**src/core/flash_prot_pkg.sv**
```systemverilog
package flash_prot_pkg;

    // ------------------------------------------------------------
    // clock and timing
    // ------------------------------------------------------------
    localparam int CLK_PERIOD_NS = 8;
    localparam int STATUS_WRITE_NS = 200;
    localparam int STATUS_WRITE_CYC_RAW = (STATUS_WRITE_NS + CLK_PERIOD_NS - 1) / CLK_PERIOD_NS;
    localparam int STATUS_WRITE_CYC = (STATUS_WRITE_CYC_RAW < 1) ? 1 : STATUS_WRITE_CYC_RAW;
    localparam int TIMER_W = 8;

    // ------------------------------------------------------------
    // serial commands
    // ------------------------------------------------------------
    localparam logic [7:0] CMD_NONE = 8'h00;
    localparam logic [7:0] CMD_WRITE_STATUS = 8'h01;
    localparam logic [7:0] CMD_WRITE_DISABLE = 8'h04;
    localparam logic [7:0] CMD_READ_STATUS = 8'h05;
    localparam logic [7:0] CMD_WRITE_ENABLE = 8'h06;
    localparam logic [2:0] BIT_LAST = 3'h7;

    // ------------------------------------------------------------
    // array map
    // ------------------------------------------------------------
    localparam int ADDR_W = 25;
    localparam int SECTOR_W = 9;
    localparam int SUB32_W = 10;
    localparam int SUB4_W = 13;
    localparam int SECTOR_LSB = 16;
    localparam int SUB32_LSB = 15;
    localparam int SUB4_LSB = 12;
    localparam logic [ADDR_W-1:0] LAST_ADDR = 25'h1ff_ffff;
    localparam logic [SECTOR_W:0] NUM_SECTORS = 10'h200;
    localparam logic [3:0] BP_NONE = 4'h0;
    localparam logic [3:0] BP_ALL_FROM = 4'ha;
    localparam logic [SECTOR_W:0] ONE_SECTOR = 10'h001;

    // ------------------------------------------------------------
    // register layout, bit 7 down to bit 0
    // ------------------------------------------------------------
    typedef struct packed {
        logic srwd;
        logic bp3;
        logic tb;
        logic [2:0] bp_lo;
        logic wel;
        logic wip;
    } status_reg_t;

    localparam status_reg_t SR_RESET = 8'h00;

    typedef enum logic [2:0] {
        OP_PROGRAM,
        OP_ERASE_4K,
        OP_ERASE_32K,
        OP_ERASE_64K,
        OP_BULK
    } op_kind_t;

    typedef struct packed {
        logic valid;
        op_kind_t kind;
        logic [ADDR_W-1:0] addr;
    } op_req_t;

    typedef struct packed {
        logic go;
        op_kind_t kind;
        logic [ADDR_W-1:0] addr;
        logic [SECTOR_W-1:0] sector;
        logic [SUB32_W-1:0] sub32;
        logic [SUB4_W-1:0] sub4;
    } array_cmd_t;

    typedef struct packed {
        logic rx_strobe;
        logic first;
        logic [7:0] rx_byte;
        logic frame_end;
    } link_evt_t;

    typedef enum logic [1:0] {
        ST_IDLE,
        ST_SR_WRITE,
        ST_ARRAY_BUSY
    } core_fsm_t;

    // ------------------------------------------------------------
    // helpers
    // ------------------------------------------------------------
    function automatic logic [SECTOR_W-1:0] sector_of(input logic [ADDR_W-1:0] a);
        return a[ADDR_W-1:SECTOR_LSB];
    endfunction

    function automatic logic [SUB32_W-1:0] sub32_of(input logic [ADDR_W-1:0] a);
        return a[ADDR_W-1:SUB32_LSB];
    endfunction

    function automatic logic [SUB4_W-1:0] sub4_of(input logic [ADDR_W-1:0] a);
        return a[ADDR_W-1:SUB4_LSB];
    endfunction

    function automatic logic [3:0] bp_of(input status_reg_t s);
        return {s.bp3, s.bp_lo};
    endfunction

endpackage

```
**src/core/serial_link_rx.sv**
```systemverilog
module serial_link_rx (
    input wire logic i_clk,
    input wire logic i_rst,
    input wire logic i_sclk,
    input wire logic i_cs_n,
    input wire logic i_mosi,
    input wire logic [7:0] i_tx_byte,
    output flash_prot_pkg::link_evt_t o_evt,
    output logic o_miso,
    output logic o_miso_oe
);

    typedef struct packed {
        logic sclk_s1;
        logic sclk_s2;
        logic sclk_d;
        logic cs_s1;
        logic cs_s2;
        logic cs_d;
        logic mosi_s1;
        logic mosi_s2;
        logic [7:0] shift;
        logic [2:0] bitcnt;
        logic first_pend;
        logic [7:0] tx;
        logic miso;
        logic oe;
        flash_prot_pkg::link_evt_t evt;
    } link_state_t;

    link_state_t q_ff;
    link_state_t nxt_q;
    logic active;
    logic sclk_rise;
    logic sclk_fall;

    // ------------------------------------------------------------
    // edge finding and shifting
    // ------------------------------------------------------------
    always_comb begin
        nxt_q = q_ff;
        nxt_q.sclk_s1 = i_sclk;
        nxt_q.sclk_s2 = q_ff.sclk_s1;
        nxt_q.sclk_d = q_ff.sclk_s2;
        nxt_q.cs_s1 = i_cs_n;
        nxt_q.cs_s2 = q_ff.cs_s1;
        nxt_q.cs_d = q_ff.cs_s2;
        nxt_q.mosi_s1 = i_mosi;
        nxt_q.mosi_s2 = q_ff.mosi_s1;
        nxt_q.evt.rx_strobe = 1'b0;
        nxt_q.evt.frame_end = 1'b0;
        active = !q_ff.cs_s2;
        sclk_rise = q_ff.sclk_s2 && !q_ff.sclk_d;
        sclk_fall = !q_ff.sclk_s2 && q_ff.sclk_d;
        if (!q_ff.cs_s2 && q_ff.cs_d) begin
            nxt_q.bitcnt = 3'h0;
            nxt_q.first_pend = 1'b1;
            nxt_q.oe = 1'b1;
        end else if (q_ff.cs_s2 && !q_ff.cs_d) begin
            nxt_q.evt.frame_end = 1'b1;
            nxt_q.oe = 1'b0;
            nxt_q.bitcnt = 3'h0;
        end else if (active && sclk_rise) begin
            nxt_q.shift = {q_ff.shift[6:0], q_ff.mosi_s2};
            nxt_q.bitcnt = q_ff.bitcnt + 3'h1;
            if (q_ff.bitcnt == flash_prot_pkg::BIT_LAST) begin
                nxt_q.evt.rx_strobe = 1'b1;
                nxt_q.evt.rx_byte = {q_ff.shift[6:0], q_ff.mosi_s2};
                nxt_q.evt.first = q_ff.first_pend;
                nxt_q.first_pend = 1'b0;
            end
        end else if (active && sclk_fall) begin
            if (q_ff.bitcnt == 3'h0) begin
                nxt_q.miso = i_tx_byte[7];
                nxt_q.tx = {i_tx_byte[6:0], 1'b0};
            end else begin
                nxt_q.miso = q_ff.tx[7];
                nxt_q.tx = {q_ff.tx[6:0], 1'b0};
            end
        end
    end

    always_ff @(posedge i_clk) begin
        if (i_rst) begin
            q_ff <= '0;
            q_ff.sclk_s1 <= 1'b0;
            q_ff.cs_s1 <= 1'b1;
            q_ff.cs_s2 <= 1'b1;
            q_ff.cs_d <= 1'b1;
        end else begin
            q_ff <= nxt_q;
        end
    end

    assign o_evt = q_ff.evt;
    assign o_miso = q_ff.miso;
    assign o_miso_oe = q_ff.oe;

    AST_OE_ENDS_WITH_FRAME: assert property (
        @(posedge i_clk) disable iff (i_rst)
        q_ff.evt.frame_end |-> !o_miso_oe ##1 !o_miso_oe
    ) else $error("read data still driven after frame end");

endmodule // serial_link_rx

```
**src/core/block_protect_decode.sv**
```systemverilog
module block_protect_decode (
    input wire logic i_tb,
    input wire logic [3:0] i_bp,
    input wire logic [flash_prot_pkg::SECTOR_W-1:0] i_sector,
    input wire logic i_bulk,
    output logic o_hit
);

    logic [flash_prot_pkg::SECTOR_W:0] count;
    logic [flash_prot_pkg::SECTOR_W:0] sec_wide;

    // ------------------------------------------------------------
    // protected range from top or bottom
    // ------------------------------------------------------------
    always_comb begin
        count = '0;
        sec_wide = {1'b0, i_sector};
        if (i_bp != flash_prot_pkg::BP_NONE && i_bp < flash_prot_pkg::BP_ALL_FROM) begin
            count = flash_prot_pkg::ONE_SECTOR << (i_bp - 4'h1);
        end
        if (i_bulk) begin
            o_hit = (i_bp != flash_prot_pkg::BP_NONE);
        end else if (i_bp == flash_prot_pkg::BP_NONE) begin
            o_hit = 1'b0;
        end else if (i_bp >= flash_prot_pkg::BP_ALL_FROM) begin
            o_hit = 1'b1;
        end else if (!i_tb) begin
            o_hit = (sec_wide >= flash_prot_pkg::NUM_SECTORS - count);
        end else begin
            o_hit = (sec_wide < count);
        end
    end

endmodule // block_protect_decode

```
**src/core/flash_status_block_protect.sv**
```systemverilog
// Notes on behaviour
// - host reads and writes status over serial
// - lock bit plus low pin blocks writes
// - only raising pin, reset or a running status write clearing bit 7 releases hardware lock
// - bit 7 disables status writes while pin low, default 0
// - bit 5 picks top or bottom area
// - protect bits refuse program/erase in area
// - write latch clear at reset, needs enable
// - bit 0 busy during write/program/erase
// - bulk erase only when protect bits zero
// - busy bit inverse of flag ready
// - top: uppermost 2^(n-1) sectors protected
// - bottom: lowest 2^(n-1) sectors protected
// - map addresses to sectors and subsectors
module flash_status_block_protect (
    input wire logic i_clk,
    input wire logic i_rst,
    input wire logic i_sclk,
    input wire logic i_cs_n,
    input wire logic i_mosi,
    input wire logic i_write_protect_n,
    input flash_prot_pkg::op_req_t i_op,
    input wire logic i_array_done,
    output logic o_miso,
    output logic o_miso_oe,
    output logic o_op_ready,
    output logic o_op_reject,
    output flash_prot_pkg::array_cmd_t o_array,
    output flash_prot_pkg::status_reg_t o_status,
    output logic o_flag_ready
);

    typedef struct packed {
        logic wp_s1;
        logic wp_s2;
        flash_prot_pkg::status_reg_t sr;
        flash_prot_pkg::core_fsm_t st;
        logic [7:0] opcode;
        logic [7:0] wr_data;
        logic wr_have;
        logic [flash_prot_pkg::TIMER_W-1:0] timer;
        flash_prot_pkg::array_cmd_t arr;
        logic reject;
    } core_state_t;

    localparam int SR_BOUND = flash_prot_pkg::STATUS_WRITE_CYC + 2;

    core_state_t q_ff;
    core_state_t nxt_q;
    flash_prot_pkg::link_evt_t evt;
    flash_prot_pkg::status_reg_t wr_val;
    logic hw_lock;
    logic op_take;
    logic prot_hit;
    logic wrsr_try;

    // ------------------------------------------------------------
    // serial link and protection decode
    // ------------------------------------------------------------
    serial_link_rx u_link (
        .i_clk(i_clk),
        .i_rst(i_rst),
        .i_sclk(i_sclk),
        .i_cs_n(i_cs_n),
        .i_mosi(i_mosi),
        .i_tx_byte(q_ff.sr),
        .o_evt(evt),
        .o_miso(o_miso),
        .o_miso_oe(o_miso_oe)
    );

    block_protect_decode u_decode (
        .i_tb(q_ff.sr.tb),
        .i_bp(flash_prot_pkg::bp_of(q_ff.sr)),
        .i_sector(flash_prot_pkg::sector_of(i_op.addr)),
        .i_bulk(i_op.kind == flash_prot_pkg::OP_BULK),
        .o_hit(prot_hit)
    );

    // ------------------------------------------------------------
    // status register and operation control
    // ------------------------------------------------------------
    always_comb begin
        nxt_q = q_ff;
        nxt_q.wp_s1 = i_write_protect_n;
        nxt_q.wp_s2 = q_ff.wp_s1;
        nxt_q.arr.go = 1'b0;
        nxt_q.reject = 1'b0;
        wr_val = flash_prot_pkg::status_reg_t'(q_ff.wr_data);
        hw_lock = q_ff.sr.srwd && !q_ff.wp_s2;
        o_op_ready = (q_ff.st == flash_prot_pkg::ST_IDLE) && !evt.frame_end;
        op_take = i_op.valid && o_op_ready;
        wrsr_try = evt.frame_end && (q_ff.st == flash_prot_pkg::ST_IDLE)
            && (q_ff.opcode == flash_prot_pkg::CMD_WRITE_STATUS) && q_ff.wr_have;

        if (evt.rx_strobe) begin
            if (evt.first) begin
                nxt_q.opcode = evt.rx_byte;
                nxt_q.wr_have = 1'b0;
            end else if (q_ff.opcode == flash_prot_pkg::CMD_WRITE_STATUS && !q_ff.wr_have
                && q_ff.st != flash_prot_pkg::ST_SR_WRITE) begin
                nxt_q.wr_data = evt.rx_byte;
                nxt_q.wr_have = 1'b1;
            end
        end

        case (q_ff.st)
            flash_prot_pkg::ST_IDLE: begin
                if (evt.frame_end) begin
                    nxt_q.opcode = flash_prot_pkg::CMD_NONE;
                    case (q_ff.opcode)
                        flash_prot_pkg::CMD_WRITE_ENABLE: begin
                            nxt_q.sr.wel = 1'b1;
                        end
                        flash_prot_pkg::CMD_WRITE_DISABLE: begin
                            nxt_q.sr.wel = 1'b0;
                        end
                        flash_prot_pkg::CMD_WRITE_STATUS: begin
                            if (q_ff.wr_have && q_ff.sr.wel) begin
                                if (hw_lock) begin
                                    nxt_q.sr.wel = 1'b0;
                                end else begin
                                    nxt_q.st = flash_prot_pkg::ST_SR_WRITE;
                                    nxt_q.sr.wip = 1'b1;
                                    nxt_q.timer = flash_prot_pkg::TIMER_W'(
                                        flash_prot_pkg::STATUS_WRITE_CYC - 1);
                                end
                            end
                        end
                        default: begin
                        end
                    endcase
                end else if (op_take) begin
                    if (!q_ff.sr.wel || prot_hit) begin
                        nxt_q.reject = 1'b1;
                        nxt_q.sr.wel = 1'b0;
                    end else begin
                        nxt_q.arr.go = 1'b1;
                        nxt_q.arr.kind = i_op.kind;
                        nxt_q.arr.addr = i_op.addr;
                        nxt_q.arr.sector = flash_prot_pkg::sector_of(i_op.addr);
                        nxt_q.arr.sub32 = flash_prot_pkg::sub32_of(i_op.addr);
                        nxt_q.arr.sub4 = flash_prot_pkg::sub4_of(i_op.addr);
                        nxt_q.sr.wip = 1'b1;
                        nxt_q.st = flash_prot_pkg::ST_ARRAY_BUSY;
                    end
                end
            end
            flash_prot_pkg::ST_SR_WRITE: begin
                if (evt.frame_end) begin
                    nxt_q.opcode = flash_prot_pkg::CMD_NONE;
                end
                if (q_ff.timer == '0) begin
                    nxt_q.sr.srwd = wr_val.srwd;
                    nxt_q.sr.bp3 = wr_val.bp3;
                    nxt_q.sr.tb = wr_val.tb;
                    nxt_q.sr.bp_lo = wr_val.bp_lo;
                    nxt_q.sr.wel = 1'b0;
                    nxt_q.sr.wip = 1'b0;
                    nxt_q.st = flash_prot_pkg::ST_IDLE;
                end else begin
                    nxt_q.timer = q_ff.timer - 1'b1;
                end
            end
            flash_prot_pkg::ST_ARRAY_BUSY: begin
                if (evt.frame_end) begin
                    nxt_q.opcode = flash_prot_pkg::CMD_NONE;
                end
                if (i_array_done) begin
                    nxt_q.sr.wip = 1'b0;
                    nxt_q.sr.wel = 1'b0;
                    nxt_q.st = flash_prot_pkg::ST_IDLE;
                end
            end
            default: begin
                nxt_q.st = flash_prot_pkg::ST_IDLE;
            end
        endcase
    end

    always_ff @(posedge i_clk) begin
        if (i_rst) begin
            q_ff <= '0;
            q_ff.sr <= flash_prot_pkg::SR_RESET;
            q_ff.st <= flash_prot_pkg::ST_IDLE;
            q_ff.opcode <= flash_prot_pkg::CMD_NONE;
        end else begin
            q_ff <= nxt_q;
        end
    end

    // ------------------------------------------------------------
    // outputs
    // ------------------------------------------------------------
    assign o_status = q_ff.sr;
    assign o_array = q_ff.arr;
    assign o_op_reject = q_ff.reject;
    assign o_flag_ready = !q_ff.sr.wip;

    // ------------------------------------------------------------
    // checks
    // ------------------------------------------------------------
    AST_FLAG_TRACKS_BUSY: assert property (
        @(posedge i_clk) disable iff (i_rst)
        $rose(o_status.wip) |-> !o_flag_ready && $past(o_flag_ready)
    ) else $error("flag ready not inverse of busy");

    AST_WEL_CLEAR_AFTER_RESET: assert property (
        @(posedge i_clk)
        $past(i_rst) && !i_rst |-> !o_status.wel && !o_status.wip
    ) else $error("write latch or busy set after reset");

    AST_GO_NEEDS_WEL: assert property (
        @(posedge i_clk) disable iff (i_rst)
        o_array.go |-> $past(o_status.wel) && !$past(o_status.wip)
    ) else $error("operation started without write latch");

    AST_LOCK_IGNORES_WRITE: assert property (
        @(posedge i_clk) disable iff (i_rst)
        wrsr_try && hw_lock |=> $stable(o_status[7:2]) && !o_status.wip
            && q_ff.st == flash_prot_pkg::ST_IDLE
    ) else $error("status write ran while locked");

    AST_LOCK_HOLDS: assert property (
        @(posedge i_clk) disable iff (i_rst)
        q_ff.st == flash_prot_pkg::ST_IDLE && hw_lock |=> $stable(o_status[7:2])
    ) else $error("locked status bits changed");

    AST_SR_WRITE_ENDS: assert property (
        @(posedge i_clk) disable iff (i_rst)
        $rose(q_ff.st == flash_prot_pkg::ST_SR_WRITE) |-> o_status.wip
            ##[1:SR_BOUND] !o_status.wip
    ) else $error("status write busy window wrong");

    AST_BUSY_WHILE_ARRAY: assert property (
        @(posedge i_clk) disable iff (i_rst)
        q_ff.st == flash_prot_pkg::ST_ARRAY_BUSY |-> o_status.wip && !o_flag_ready
    ) else $error("busy not set during array operation");

    AST_BULK_NEEDS_CLEAR: assert property (
        @(posedge i_clk) disable iff (i_rst)
        o_array.go && o_array.kind == flash_prot_pkg::OP_BULK
            |-> flash_prot_pkg::bp_of(o_status) == flash_prot_pkg::BP_NONE
    ) else $error("bulk erase with protect bits set");

    AST_PROTECTED_REFUSED: assert property (
        @(posedge i_clk) disable iff (i_rst)
        op_take && prot_hit |=> o_op_reject && !o_array.go && !o_status.wel
    ) else $error("protected operation not refused");

    AST_TOP_HALF: assert property (
        @(posedge i_clk) disable iff (i_rst)
        i_op.valid && !q_ff.sr.tb && flash_prot_pkg::bp_of(q_ff.sr) == 4'h9
            && i_op.kind != flash_prot_pkg::OP_BULK
            |-> prot_hit == i_op.addr[flash_prot_pkg::ADDR_W-1]
    ) else $error("top selection range wrong");

    AST_BOTTOM_HALF: assert property (
        @(posedge i_clk) disable iff (i_rst)
        i_op.valid && q_ff.sr.tb && flash_prot_pkg::bp_of(q_ff.sr) == 4'h9
            && i_op.kind != flash_prot_pkg::OP_BULK
            |-> prot_hit == !i_op.addr[flash_prot_pkg::ADDR_W-1]
    ) else $error("bottom selection range wrong");

    AST_MAP_NESTED: assert property (
        @(posedge i_clk) disable iff (i_rst)
        o_array.go |-> o_array.sub32[9:1] == o_array.sector
            && o_array.sub4[12:3] == o_array.sub32
    ) else $error("subsector numbering inconsistent");

    AST_WEL_DROPS: assert property (
        @(posedge i_clk) disable iff (i_rst)
        q_ff.st == flash_prot_pkg::ST_ARRAY_BUSY && i_array_done
            |=> !o_status.wel && !o_status.wip && o_op_ready
    ) else $error("write latch kept after operation");

    AST_REJECT_CLEARS_WEL: assert property (
        @(posedge i_clk) disable iff (i_rst)
        o_op_reject |-> !o_status.wel && !o_array.go && !o_status.wip
    ) else $error("write latch kept after refused operation");

    AST_SR_WRITE_NEEDS_WEL: assert property (
        @(posedge i_clk) disable iff (i_rst)
        $rose(q_ff.st == flash_prot_pkg::ST_SR_WRITE)
            |-> $past(o_status.wel) && !$past(hw_lock)
    ) else $error("status write started without latch or while locked");

    AST_BUSY_BLOCKS_OPS: assert property (
        @(posedge i_clk) disable iff (i_rst)
        o_status.wip |-> !o_op_ready
    ) else $error("operation accepted while busy");

    AST_UNLOCK_BY_PIN: assert property (
        @(posedge i_clk) disable iff (i_rst)
        $fell(hw_lock) && $past(q_ff.st) == flash_prot_pkg::ST_IDLE |-> q_ff.wp_s2
    ) else $error("hardware lock left without pin high");

    AST_SR_LOADS_DATA: assert property (
        @(posedge i_clk) disable iff (i_rst)
        $fell(q_ff.st == flash_prot_pkg::ST_SR_WRITE)
            |-> o_status[7:2] == $past(q_ff.wr_data[7:2]) && !o_status.wel
    ) else $error("status write did not load its data");

    AST_OP_ANSWERED: assert property (
        @(posedge i_clk) disable iff (i_rst)
        op_take |=> o_array.go != o_op_reject
    ) else $error("request not answered exactly once");

endmodule // flash_status_block_protect

```
**config.mk**
```make
export PLATFORM = sky130hd
export DESIGN_NAME = flash_status_block_protect
export DESIGN_NICKNAME = d
export VERILOG_FILES = /design/src/core/flash_prot_pkg.sv /design/src/core/serial_link_rx.sv /design/src/core/block_protect_decode.sv /design/src/core/flash_status_block_protect.sv
export SDC_FILE = /design/constraint.sdc
export NUM_CORES = 1
export LEC_CHECK = 0
export ABC_AREA = 0
export BUFFER_PORTS_ARGS = -buffer_cell sky130_fd_sc_hd__buf_2
export CORE_MARGIN = 8
export CORE_UTILIZATION = 45
export CTS_CLUSTER_DIAMETER = 200
export DETAILED_ROUTE_END_ITERATION = 10
export HOLD_SLACK_MARGIN = 0.05
export MAX_ROUTING_LAYER = met4
export PLACE_DENSITY = 0.74
export RECOVER_POWER = 50
export SETUP_SLACK_MARGIN = 0.05
export SLEW_MARGIN = 5
export SYNTH_ARGS = -nofsm -noshare
export SYNTH_HDL_FRONTEND = slang
export SYNTH_SLANG_ARGS = --single-unit
```
**constraint.sdc**
```tcl
create_clock -name i_clk -period 5.5 [get_ports i_clk]
set_clock_uncertainty 0.15 [all_clocks]
set_input_delay 0.55 -clock i_clk [delete_from_list [all_inputs] [get_ports i_clk]]
set_output_delay 0.55 -clock i_clk [all_outputs]
set_load 0.01 [all_outputs]
```
== Yosys cells after proc, flatten, opt, wreduce, memory -nomap -nowiden ==
Cells that the tools add are included.

* Flip-flop bits (word level): 139
* Logic and storage cells: 175
* Latch bits: 0
* Bits in writable memories: 0
* Memories: 0
* Output and inout port bits: 74
* Memory bits (read-only): 0
* Bits of input ports: 36

* Multiplexer cells: 44
* Div/mod/pow operators: 0
* Bitwise operators: 8
* Order comparisons: 4
* Eq/ne operators: 25
* Reduce and logical (&&, ||, !) cells: 51
* Add/subtract/negate cells: 4
* Shift-type cells: 1
* Multiply operators: 0

{| class="wikitable"
|+ Operators by type and width
! cell !! number
|-
| two-way mux 8 bit || 9
|-
| two-way mux 61 bit || 1
|-
| two-way mux 9 bit || 4
|-
| two-way mux 10 bit || 3
|-
| two-way mux 4 bit || 5
|-
| two-way mux 17 bit || 1
|-
| == test 8 x 3 -> 1 bit (second input constant) || 2
|-
| case mux 8 bit (2 select lines) || 1
|-
| AND reduction 8 bit || 2
|-
| two-way mux 1 bit || 14
|-
| logical AND 1 bit || 13
|-
| case mux 2 bit (3 select lines) || 2
|-
| AND reduction 4 bit || 3
|-
| >= comparator 9 x 10 -> 1 bit || 1
|-
| < comparator 9 x 10 -> 1 bit || 1
|-
| inequality test 2 x 1 -> 1 bit (second input constant) || 5
|-
| nonzero test 2 bit || 5
|-
| left shift 1 x 4 -> 10 bit (first input constant) || 1
|-
| subtractor 10 bit (first input constant) || 1
|-
| zero test 1 bit || 9
|-
| two-way mux 3 bit || 3
|-
| inequality test 3 bit (second input constant) || 3
|-
| AND reduction 3 bit || 3
|-
| == test 8 x 1 -> 1 bit (second input constant) || 1
|-
| 28 further kinds || 44
|}

== Depth between registers and ports, before layout ==
Gate-level depths: netlist of run 1.

* Depth in word-level cells: 14
* Mapped depth: 18

== Hierarchy ==
Synthesis of run 1 repeated with hierarchy kept, for this count alone.

* Cell total of the unflattened synthesis: 649
* Area, all modules: 5599.1 sq um

{| class="wikitable"
|+ Modules (own cells, without submodules)
! module !! times used !! cells an instance !! area an instance (sq um) !! sequential area each (sq um)
|-
| flash_status_block_protect || 1 || 397 || 3233.1 || 1301.2
|-
| serial_link_rx || 1 || 164 || 1737.9 || 780.7
|-
| block_protect_decode || 1 || 88 || 628.1 || 0.0
|}

== Least setup slack after synthesis of run 1 ==
No wires, ideal clock.

* Path type: register to register
* Start: register q_ff, in the netlist o_status[3]
* End: register q_ff, in the netlist o_array[40]
* Cell stages (with the launch flop): 19
* Slack: 2.050 ns
* Arrival: 3.173 ns
* Period minus slack after synthesis: 3.450 ns
* Buffers on the path: 3
* Required time: 5.222 ns
* Cells stage by stage: dfxtp_1 -> clkbuf_1 -> nor2b_1 -> nand2_1 -> ha_1 -> nand2_1 -> o21ai_0 -> nand2_1 -> nand2_1 -> ha_1 -> a211oi_1 -> nor2_1 -> o31ai_1 -> o2111ai_1 -> nor3_1 -> buf_4 -> buf_6 -> mux2i_1 -> nor2_1

* Word-level cells in the longest chain between the ends: 12
* Elaborated cells between the ends (all ways): 18
* Classes of those cells: add/sub: 2; order compare: 4; shift: 1; mux: 5; bitwise: 1; reduce/logical: 5

{| class="wikitable"
|+ Ends and longest elaborated chain
! element !! line !! text
|-
| start, declared || flash_status_block_protect.sv:48 || <nowiki>core_state_t q_ff;</nowiki>
|-
| start signal, assigned || flash_status_block_protect.sv:188 || <nowiki>q_ff <= nxt_q;</nowiki>
|-
| subtractor 4 x 1 -> 4 bit, or another cell as far along || block_protect_decode.sv:19 || <nowiki>count = flash_prot_pkg::ONE_SECTOR << (i_bp - 4'h1);</nowiki>
|-
| left shift 1 x 4 -> 10 bit / logical AND 1 bit (equally long branches) || block_protect_decode.sv:19, block_protect_decode.sv:18 ||
|-
| two-way mux 10 bit || block_protect_decode.sv:18 || <nowiki>if (i_bp != flash_prot_pkg::BP_NONE && i_bp < flash_prot_pkg::BP_ALL_FROM) begin</nowiki>
|-
| subtractor 10 bit || block_protect_decode.sv:28 || <nowiki>o_hit = (sec_wide >= flash_prot_pkg::NUM_SECTORS - count);</nowiki>
|-
| >= comparator 9 x 10 -> 1 bit || block_protect_decode.sv:28 ||
|-
| two-way mux 1 bit || block_protect_decode.sv:27 || <nowiki>end else if (!i_tb) begin</nowiki>
|-
| two-way mux 1 bit || block_protect_decode.sv:25 || <nowiki>end else if (i_bp >= flash_prot_pkg::BP_ALL_FROM) begin</nowiki>
|-
| two-way mux 1 bit || block_protect_decode.sv:23 || <nowiki>end else if (i_bp == flash_prot_pkg::BP_NONE) begin</nowiki>
|-
| two-way mux 1 bit (*) || block_protect_decode.sv:21 || <nowiki>if (i_bulk) begin</nowiki>
|-
| logical OR 1 bit (*) || flash_status_block_protect.sv:134 || <nowiki>if (!q_ff.sr.wel || prot_hit) begin</nowiki>
|-
| NOT 1 bit (no source line) (*) || n/a ||
|-
| AND reduction 4 bit (no source line) (*) || n/a ||
|}

Every way passes the cells marked *; elsewhere a longest branch is shown, timed or not.
A chain may end at the register's enable or synchronous reset.

== Worst setup path after layout of run 1 ==
* Start: register q_ff, in the netlist o_status[3]
* End: register q_ff, in the netlist o_array[34]

Same word-level chain as after synthesis.

==> results of run 1 <==
[kinds of logic (layout without fill, tap and decap cells)]
kind of cell	Yosys count	count (layout)	share of synthesized area
muxes	50	50	0.0956
DFF	104	104	0.398
xor gates and xnor gates	11	11	0.0184
buffers and inverters	112	144	0.134
and+or+nand+nor	216	216	0.197
AOI/OAI and AO/OA	75	75	0.0882
adders and majority gates	29	29	0.0693
[Yosys cell counts (2+ instances only)]
| cell type | count | area [um^2] |
|---|---|---|
| or3_1 | 3 | 18.8 |
| o21ai_0 | 7 | 35.0 |
| a211oi_1 | 11 | 82.6 |
| xnor2_1 | 9 | 78.8 |
| nand4_1 | 2 | 12.5 |
| xor2_1 | 2 | 17.5 |
| and2_1 | 2 | 12.5 |
| a311oi_1 | 2 | 17.5 |
| or2_2 | 4 | 25.0 |
| dfxtp_1 | 104 | 2080 |
| buf_4 | 70 | 526 |
| mux2i_1 | 50 | 500 |
| nor2_1 | 77 | 289 |
| nor3b_1 | 2 | 15.0 |
| buf_2 | 2 | 10.0 |
| buf_6 | 2 | 22.5 |
| nor4_4 | 2 | 42.5 |
| o22ai_1 | 2 | 12.5 |
| nor4_1 | 5 | 31.3 |
| nor2b_1 | 13 | 81.3 |
| nand2b_1 | 10 | 62.6 |
| o21a_1 | 2 | 15.0 |
| nand2_1 | 56 | 210 |
| clkbuf_1 | 19 | 71.3 |
| inv_1 | 18 | 67.6 |
| nor3_1 | 10 | 50.1 |
| ha_1 | 29 | 363 |
| nand3_1 | 23 | 115 |
| a21oi_1 | 39 | 195 |
[power groups by stage]
stage | clock network, W | registers [W] | logic, W
CTS | 0.000658 | 0.000782 | 0.000140
global route | 0.000690 | 0.000785 | 0.000147
finish | 0.000640 | 0.000783 | 0.000131
global placement | 0 | 0.000799 | 0.000135
floorplan | 0 | 0.000797 | 0.000115
detailed placement | 0 | 0.000800 | 0.000139
[through the flow]
stage | area, um^2 | hold slack (ns) | std cells | power [W]
finish | 5570 | 0.231 | 772 | 0.00155
CTS | 5640 | 0.224 | 772 | 0.00158
detailed placement | 5350 | 0.265 | 757 | 0.000938
floorplan | 5230 | 0.239 | 597 | 0.000913
global route | 5570 | 0.227 | 772 | 0.00162
global placement | 5350 | 0.242 | 757 | 0.000934
[critical path, cell delays in order, from the launching register on]
cell and delay, ns:
dfxtp_1 0.62, nor2b_1 0.31, nand2_1 0.12, ha_1 0.29, nand2_1 0.09, o21ai_0 0.08, nand2_1 0.08, nand2_1 0.06
ha_1 0.18, a211oi_1 0.24, nor2_1 0.08, o31ai_1 0.20, o2111ai_1 0.24, nor3_2 0.20, buf_4 0.43, mux2i_1 0.25
nor2_1 0.05
[final cells by class]
cell class              instances  area (um^2)
well taps                     143          179
inverters                      18         67.6
fillers                      1109         5800
clock inverters                 6         67.6
repair buffers                111          473
clock buffers                   9          225
flip-flops and latches        104         2080
multi-input cells             381         2470
[layer usage]
layer  GRT usage  up-vias  wire [um]
met5           -        -          0
met4      0.0467        0        187
met3      0.0476       17        898
met2       0.258      112       5130
met1       0.165     1799       4710
li1            -     2004          -
[registers in the layout (all words and copies together), names as in the netlist]
name	flops
nxt_q	1
u_link.nxt_q	5
o_op_reject	1
u_link.o_evt	11
u_link.o_miso_oe	1
o_status	8
q_ff	20
u_link.o_miso	1
o_array	29
u_link.q_ff	21
wr_val	6
[worst paths after layout]
check	to	cells after the start	slack (ns)	start
worst max register to register	o_array[34]	16	1.60	o_status[3]
worst min register to register	u_link.nxt_q[35]	1	0.27	u_link.nxt_q[36]
worst max-delay path	o_array[34]	16	1.60	o_status[3]
worst min-delay path	u_link.nxt_q[36]	2	0.23	i_cs_n
==> qor.yml, run 1 <==
power:
  p_int_w: 0.00118
  powerDensity_nw_per_um2: 279
  power_switching_w: 0.000378
  p_leak_nw: 2.05
  seqPwrFrac: 0.504
  clkPwrFrac: 0.412
  combPwrFrac: 0.085
  ir_worst_vdd_mv: 0.210
  switching_share: 0.243
flow_run:
  maxCapViolCount: 1
die:
  die_w_um: 124
  die_y_um: 124
  core-area_um2: 11400
  dieArea_um2: 15300
  num_rows: 39
  io_pins: 110
  initial_core_util: 0.460
sta:
  finalSetupTns_ns: 0
  rsz0062_at_grt: "false"
  fin_crit_ns: 3.90
  slew_headroom: -0.429
  hold_viol: 0
  tightest_slew_ns: 2.14
  fin_ws_ns: 1.60
  maxSlewViolCount: 53
  period_share: 0.708
  setup_viol: 0
  fmax_ghz: 0.257
layout:
  final_layout_size_suffix_gt1_frac: 0.111
  finish.utilization: 0.489
  synthToLayoutAreaGrowth_pct: 6.34
  fin_nets: 690
  mostFrequentLayoutCell: "dfxtp_1"
  layout_common_cells: "dfxtp_1, nor2_1, clkbuf_1, nand2_1, mux2i_1"
  diodes: 0
drt:
  drt-total-wl_um: 10900
  drc: 0
  ant_nets: 0
  drt-pass1-iter-count: 5
  routedWlPerCell_um: 14.2
  vias: 3932
  routed_via_density: 5.09
  drtIter0Drc: 209
clock_tree:
  cts_post_setup_buffers_inserted: 0
  clock-sinks: 104
  cts-resized-gates: 0
  clk_pin_slew_ns: 0.07
  tritoncts: "built"
  root_buffer: "clkbuf_16"
  cts_max_level: 3
  hold_buffers: 0
  numCtsBuffers: 9
  clock_latency_ns: 0.35
  clock_path_buffers: 2
placement:
  dp_slack_ns: 1.65
  gp_congestion: 0.885
  hpwl_um: 8150
  io_buffers: 109
hold_path:
  hp-class: "in -> reg"
yosys:
  synth.ff_latch_count: 104
  synth_warnings: 0
  yosysUniqueCellTypes: 49
  syn_area_um2: 5230
  syn_nets: 662
  async_flop_share: 0
  synth-edff-count: 0
  ys_seq_area_frac: 0.398
  syn-mean-instance-area_um2: 8.77
  synth_flop_cell: "dfxtp_1"
  synthCells: 597
grt:
  track_usage: 0.151
  antenna_found_initial: 0
  grt_first_pass_wirelength_um: 18200
  grt_max_degree: 53
  grt_pass1_vias: 3966
  grt_overflow: 0
status:
  status: "complete, but fails checks"
  failed_checks: "max-capacitance violations, max-slew violations"
setup_path:
  path_max_fanout: 28
  cp-end-kind: "flop"
  start_kind: "flop"
  path_class: "reg -> reg"
  cp.required_ns: 5.50
  worst_ep_arrival_time_ns: 3.90
Note: power is estimated with default switching activity, not from simulation.
==> run 2, diff against run 1 <==
--- a/config.mk
+++ b/config.mk
@@ -5,7 +5,7 @@
 export SDC_FILE = /design/constraint.sdc
 export NUM_CORES = 1
 export LEC_CHECK = 0
-export ABC_AREA = 0
+export ABC_AREA = 1
 export BUFFER_PORTS_ARGS = -buffer_cell sky130_fd_sc_hd__buf_2
 export CORE_MARGIN = 8
 export CORE_UTILIZATION = 45
@@ -13,7 +13,7 @@
 export DETAILED_ROUTE_END_ITERATION = 10
 export HOLD_SLACK_MARGIN = 0.05
 export MAX_ROUTING_LAYER = met4
-export PLACE_DENSITY = 0.74
+export PLACE_DENSITY = 0.76
 export RECOVER_POWER = 50
 export SETUP_SLACK_MARGIN = 0.05
 export SLEW_MARGIN = 5
==> constraint.sdc (replaced) <==
create_clock -name i_clk -period 3.45 [get_ports i_clk]
set_clock_uncertainty 0.15 [all_clocks]
set_input_delay 0.345 -clock i_clk [delete_from_list [all_inputs] [get_ports i_clk]]
set_output_delay 0.345 -clock i_clk [all_outputs]
set_load 0.01 [all_outputs]
==> run 2 against run 1 <==
Against the previous run: the flow now finishes without violations; final cell count grew 17%; sequential share of layout area shrank 1.6 points; die area shrank 0.69%; non-clock buffer count grew 15; combinational power grew to 3.0 times the previous value; clock power grew 61%; fmax grew 22%; area after synthesis shrank 0.79%; sequential power grew 65%; synthesized cell count grew 18%; wire length grew 7.4%; worst setup slack lost 1.4 ns; critical path type unchanged; critical endpoint is now o_array[37].
==> qor.yml, run 2 <==
yosys:
  synthCells: 705
  synth_common_cells: "nor2_1, dfxtp_1, nand2_1, inv_1, buf_4"
  yosysUniqueCellTypes: 35
  synth_compound_area_frac: 0.137
  synthSimpleGateAreaFrac: 0.207
  synth_top_family_by_area: "simple AND/OR/NAND/NOR gates"
  ys_seq_area_frac: 0.401
  synth.ff_latch_count: 104
  synthMuxAreaShare: 0
  synth_area_leaders: "dfxtp_1, buf_4, nor2_1"
  synth_top_area_frac: 0.401
  syn-mean-instance-area_um2: 7.37
  syn_nets: 770
  syn_area_um2: 5190
  synth_top_area_cell: "dfxtp_1"
  synth_adder_area_share: 0.0699
  synth.most_common_cell: "nor2_1"
  async_flop_share: 0
  synth-xor-area-share: 0.00843
  synth_flop_cell: "dfxtp_1"
  synth_warnings: 0
  synth-edff-count: 0
drt:
  drtIter0Drc: 362
  vias: 4351
  ant_nets: 0
  routedWlPerCell_um: 13.0
  routed_via_density: 4.81
  drt-pass1-iter-count: 4
  drt-total-wl_um: 11700
  drc: 0
placement:
  place_inst: 877
  gp_congestion: 0.874
  hpwl_um: 8380
  io_buffers: 109
power:
  switching_share: 0.295
  combPwrFrac: 0.146
  p_leak_nw: 2.53
  powerDensity_nw_per_um2: 468
  clkPwrFrac: 0.379
  seqPwrFrac: 0.475
  ir_worst_vdd_mv: 0.231
  power_switching_w: 0.000802
  p_int_w: 0.00192
die:
  io_pins: 110
  num_rows: 39
  core-area_um2: 11300
  die_y_um: 123
  initial_core_util: 0.459
  dieArea_um2: 15200
  die_w_um: 123
sta:
  finalSetupTns_ns: 0
  maxSlewViolCount: 0
  slew_headroom: 0.0138
  fin_crit_ns: 3.20
  period_share: 0.928
  fmax_ghz: 0.312
  tightest_slew_ns: 1.48
  rsz0062_at_grt: "false"
  hold_viol: 0
  setup_viol: 0
  whs_ns: 0.0507
clock_tree:
  tritoncts: "built"
  clock_path_buffers: 2
  clk_pin_slew_ns: 0.08
  clock-sinks: 104
  numCtsBuffers: 9
  root_buffer: "clkbuf_16"
  clock_latency_ns: 0.35
  cts_max_level: 3
flow_run:
  maxCapViolCount: 0
layout:
  diodes: 0
  layout_common_cells: "nor2_1, dfxtp_1, nand2_1, clkbuf_1, inv_1"
  synthToLayoutAreaGrowth_pct: 12.1
  largest_reg_flops: 29
  fin_cells: 904
  final_layout_size_suffix_gt1_frac: 0.143
  mostFrequentLayoutCell: "nor2_1"
  fin_nets: 821
grt:
  grt_first_pass_wirelength_um: 18400
  antenna_found_initial: 0
  track_usage: 0.153
  grt_overflow: 0
  grt_max_degree: 34
  grt_pass1_vias: 3955
setup_path:
  cp.required_ns: 3.58
  path_max_fanout: 7
  path_class: "reg -> reg"
  start_kind: "flop"
  cp-end-kind: "flop"
  worst_ep_arrival_time_ns: 3.34
hold_path:
  hp-class: "in -> reg"
status:
  status: "finished clean"
## run 2: cell types whose count changed after synthesis, sizes merged, moves of 10 or more
cell / change
inv: +62
o21ai: +65
nand2: +48
mux2i: -50
nor2: +50
nor2b: -13
nand2b: -10
## run 2: final timing paths
path	startpoint	end	slack (ns)	cells past startpoint
worst max-delay path	o_status[3]	o_array[37]	0.25	24
worst min-delay path	i_op[13]	o_array[45]	0.05	3
worst max register to register	o_status[3]	o_array[37]	0.25	24
worst min register to register	u_link.nxt_q[33]	u_link.q_ff[33]	0.25	2
## run 2: logic make-up (layout without fill, tap and decap cells)
group | after synthesis | in the layout
compound gates | 136 | 136
fa+ha+maj | 29 | 29
buf+inv | 166 | 222
simple gates | 265 | 265
xor+xnor | 5 | 5
flops | 104 | 104
## run 2: cell type report
cell class / instances / area, um^2
Multi-Input combinational cell: 435 / 2280
Fill cell: 1105 / 5500
Clock buffer: 9 / 225
Tap cell: 143 / 179
Inverter: 80 / 308
Sequential cell: 104 / 2090
Clock inverter: 7 / 86.3
Timing Repair Buffer: 126 / 653
## run 2: metal layers
metal / up-vias / track usage / share of wire
li1: 2287 / - / -
met4: 0 / 0.0617 / 0.017
met3: 15 / 0.0315 / 0.076
met1: 1933 / 0.182 / 0.44
met2: 116 / 0.249 / 0.46
met5: - / - / 0
## run 2: through the flow
step	total power (W)	cell area [um^2]	setup slack [ns]	util
after floorplan	0.00164	5190	0.456	-
after global placement	0.00169	5350	0.305	0.472
after detailed placement	0.00169	5350	0.187	0.472
after CTS	0.00272	5700	0.108	0.503
after global routing	0.00285	5820	0.00174	0.514
final	0.00272	5820	0.247	0.514
## run 2: worst max-delay path: stages (launching register included)
cell and delay [ns]:
dfxtp_2 0.40, buf_4 0.17, nand2_1 0.08, nor2_1 0.34, nor2_4 0.08, o21ai_2 0.06
o21ai_1 0.08, ha_1 0.29, nand2_1 0.07, inv_1 0.06, a21oi_2 0.13, nand2_1 0.06
nand2_1 0.06, nand2_1 0.05, nand2_1 0.06, nand2_1 0.04, nand2_1 0.05, nand2_1 0.06
nand2_2 0.08, nand3_4 0.08, nor2_4 0.20, buf_4 0.16, clkbuf_16 0.14, o21ai_1 0.05
nor2_1 0.10
## run 2: timing repair
action,CTS,global route
hold endpoints to repair,4,0
setup buffers,0,5
gates resized for setup,0,41
setup endpoints to repair,0,31
hold buffers,4,0
## run 2: power by group through the flow
stage	sequential, W	combinational, W	clock (W)
6_report	0.00129	0.000396	0.00103
5_1_grt	0.00130	0.000441	0.00111
4_1_cts	0.00129	0.000380	0.00105
3_5_place_dp	0.00132	0.000375	0
3_3_place_gp	0.00132	0.000370	0
2_1_floorplan	0.00131	0.000333	0
==> run 3, diff against run 2 <==
--- a/config.mk
+++ b/config.mk
@@ -11,8 +11,7 @@
 export CORE_UTILIZATION = 45
 export CTS_CLUSTER_DIAMETER = 200
 export DETAILED_ROUTE_END_ITERATION = 10
-export HOLD_SLACK_MARGIN = 0.05
-export MAX_ROUTING_LAYER = met4
+export HOLD_SLACK_MARGIN = 0.1
 export PLACE_DENSITY = 0.76
 export RECOVER_POWER = 50
 export SETUP_SLACK_MARGIN = 0.05
==> run 3 against run 2 <==
Against the previous run: non-clock buffer count rose by 19; clock-buffer cell count did not move; design area rose by 3.3%; critical path depth did not move; utilization rose by 1.7 points; wire length rose by 2.9%; critical path type unchanged; largest cell class unchanged; largest power group unchanged.
==> qor.yml, run 3 (synthesis gave the netlist of run 2 again) <==
setup_path:
  cp_top_family: "simple AND/OR/NAND/NOR gates"
  crit_start: "o_status[3]"
  path_max_fanout: 7
  cp-end-kind: "flop"
  r2r-start: "o_status[3]"
  path_buf_inv: 4
  worst_ep_arrival_time_ns: 3.34
  cp_cell_sequence: "buf_4 -> nand2_1 -> nor2_1 -> nor2_4 -> o21ai_2 -> o21ai_1 -> ha_1 -> nand2_1 -> inv_1 -> a21oi_2 -> nand2_1 -> nand2_1 -> nand2_1 -> nand2_1 -> nand2_1 -> nand2_1 -> nand2_1 -> nand2_2 -> nand3_4 -> nor2_4 -> buf_4 -> clkbuf_16 -> o21ai_1 -> nor2_1"
  start_kind: "flop"
  r2r.worst_path.cells: 24
  cpMostUsedCell: "nand2_1"
  crit_slowest_cell: "dfxtp_2"
  rrSetupSlack_ns: 0.25
  slowest_delay_ns: 0.40
  path_class: "reg -> reg"
  crit_cells: 24
  r2r_end: "o_array[37]"
  cp.required_ns: 3.58
die:
  initial_core_util: 0.459
  core-area_um2: 11300
  io_pins: 110
  die_w_um: 123
  die_y_um: 123
  num_rows: 39
  dieArea_um2: 15200
placement:
  hpwl_um: 8380
  gp_congestion: 0.860
  dpl_cell_area_um2: 5350
  io_buffers: 109
  place_inst: 877
power:
  power_switching_w: 0.000809
  combPwrFrac: 0.151
  p_int_w: 0.00194
  seqPwrFrac: 0.472
  p_leak_nw: 2.61
  powerDensity_nw_per_um2: 456
  ir_worst_vdd_mv: 0.231
  clkPwrFrac: 0.377
  power_w: 0.00274
  switching_share: 0.295
clock_tree:
  cts_max_level: 3
  tritoncts: "built"
  clock-sinks: 104
  clock_latency_ns: 0.35
  numCtsBuffers: 9
  clock_path_buffers: 2
  root_buffer: "clkbuf_16"
  clk_pin_slew_ns: 0.08
sta:
  hold_viol: 0
  fin_crit_ns: 3.20
  tightest_slew_ns: 1.46
  setup_viol: 0
  whs_ns: 0.0903
  period_share: 0.928
  slew_headroom: 0.0260
  fmax_ghz: 0.312
  maxSlewViolCount: 0
layout:
  finish.utilization: 0.531
  mostFrequentLayoutCell: "nor2_1"
  fin_cells: 923
  final_layout_size_suffix_gt1_frac: 0.140
  largest_reg_flops: 29
  fin_nets: 840
  fin_area_um2: 6010
  fillers: 1083
  layout_common_cells: "nor2_1, dfxtp_1, nand2_1, clkbuf_1, inv_1"
  synthToLayoutAreaGrowth_pct: 15.8
  diodes: 0
grt:
  grt_first_pass_wirelength_um: 18900
  grt_max_degree: 34
  grt_overflow: 0
  track_usage: 0.153
  grt_pass1_vias: 4085
  antenna_found_initial: 0
drt:
  drt-pass1-iter-count: 5
  routed_via_density: 4.79
  drtIter0Drc: 366
  vias: 4422
  routedWlPerCell_um: 13.1
  ant_nets: 0
  drt-total-wl_um: 12100
  drc: 0
hold_path:
  hp-class: "in -> reg"
  holdCritStartpoint: "i_op[21]"
  min_path_cells: 3
  min_to: "o_array[53]"
status:
  status: "finished clean"
flow_run:
  maxCapViolCount: 0
## run 3: cell count changes in the layout (fill, tap and decap cells not counted), sizes merged
cell,delta
dlygate4sd3,+19
## run 3: worst max-delay path by stage
| stage | slack (ns) | endpoint |
|---|---|---|
| global placement | 0.30 | o_array[58] |
| finish | 0.25 | o_array[37] |
| floorplan | 0.46 | o_array[44] |
| global route | -0.002 | o_array[53] |
| detailed placement | 0.19 | o_array[58] |
| CTS | 0.11 | o_array[37] |
## run 3: layout make-up
type | count | area (um^2) | area share
clock buffer | 9 | 225 | 0.0375
inverter | 80 | 308 | 0.0512
tap | 143 | 179 | 0.0298
multi-input combinational | 435 | 2280 | 0.380
sequential | 104 | 2090 | 0.347
timing repair buffer | 145 | 843 | 0.140
clock inverter | 7 | 86.3 | 0.0144
## run 3: metrics by stage
step                      TNS (ns)  setup WS (ns)
after floorplan                  0          0.456
after global placement           0          0.305
after detailed placement         0          0.187
after CTS                        0          0.108
after global routing      -0.00154       -0.00154
final                            0          0.248
## run 3: what timing repair did
| item | 4_1_cts | 5_1_grt |
|---|---|---|
| endpoints found under the setup margin | 0 | 31 |
| endpoints found under the hold margin | 23 | 0 |
| hold buffers | 23 | 0 |
| resized for setup | 0 | 41 |
| setup buffers | 0 | 5 |
## run 3: tightest hold or removal path: stages
cell and delay [ns]:
buf_2 0.10, nor2_1 0.05, nor2_1 0.06
## run 3: power by group through the flow
stage | Clock (W) | Sequential (W) | Combinational (W)
after floorplan | 0 | 0.00131 | 0.000333
after global placement | 0 | 0.00132 | 0.000370
after detailed placement | 0 | 0.00132 | 0.000375
after CTS | 0.00105 | 0.00129 | 0.000397
after global routing | 0.00111 | 0.00130 | 0.000460
final | 0.00103 | 0.00129 | 0.000414
## run 3: layer usage
layer	vias up	track usage	wire, um
li1	2316	-	-
met1	1959	0.185	5320
met2	128	0.260	5650
met3	19	0.0320	883
met4	0	0.0640	223
met5	-	0	0
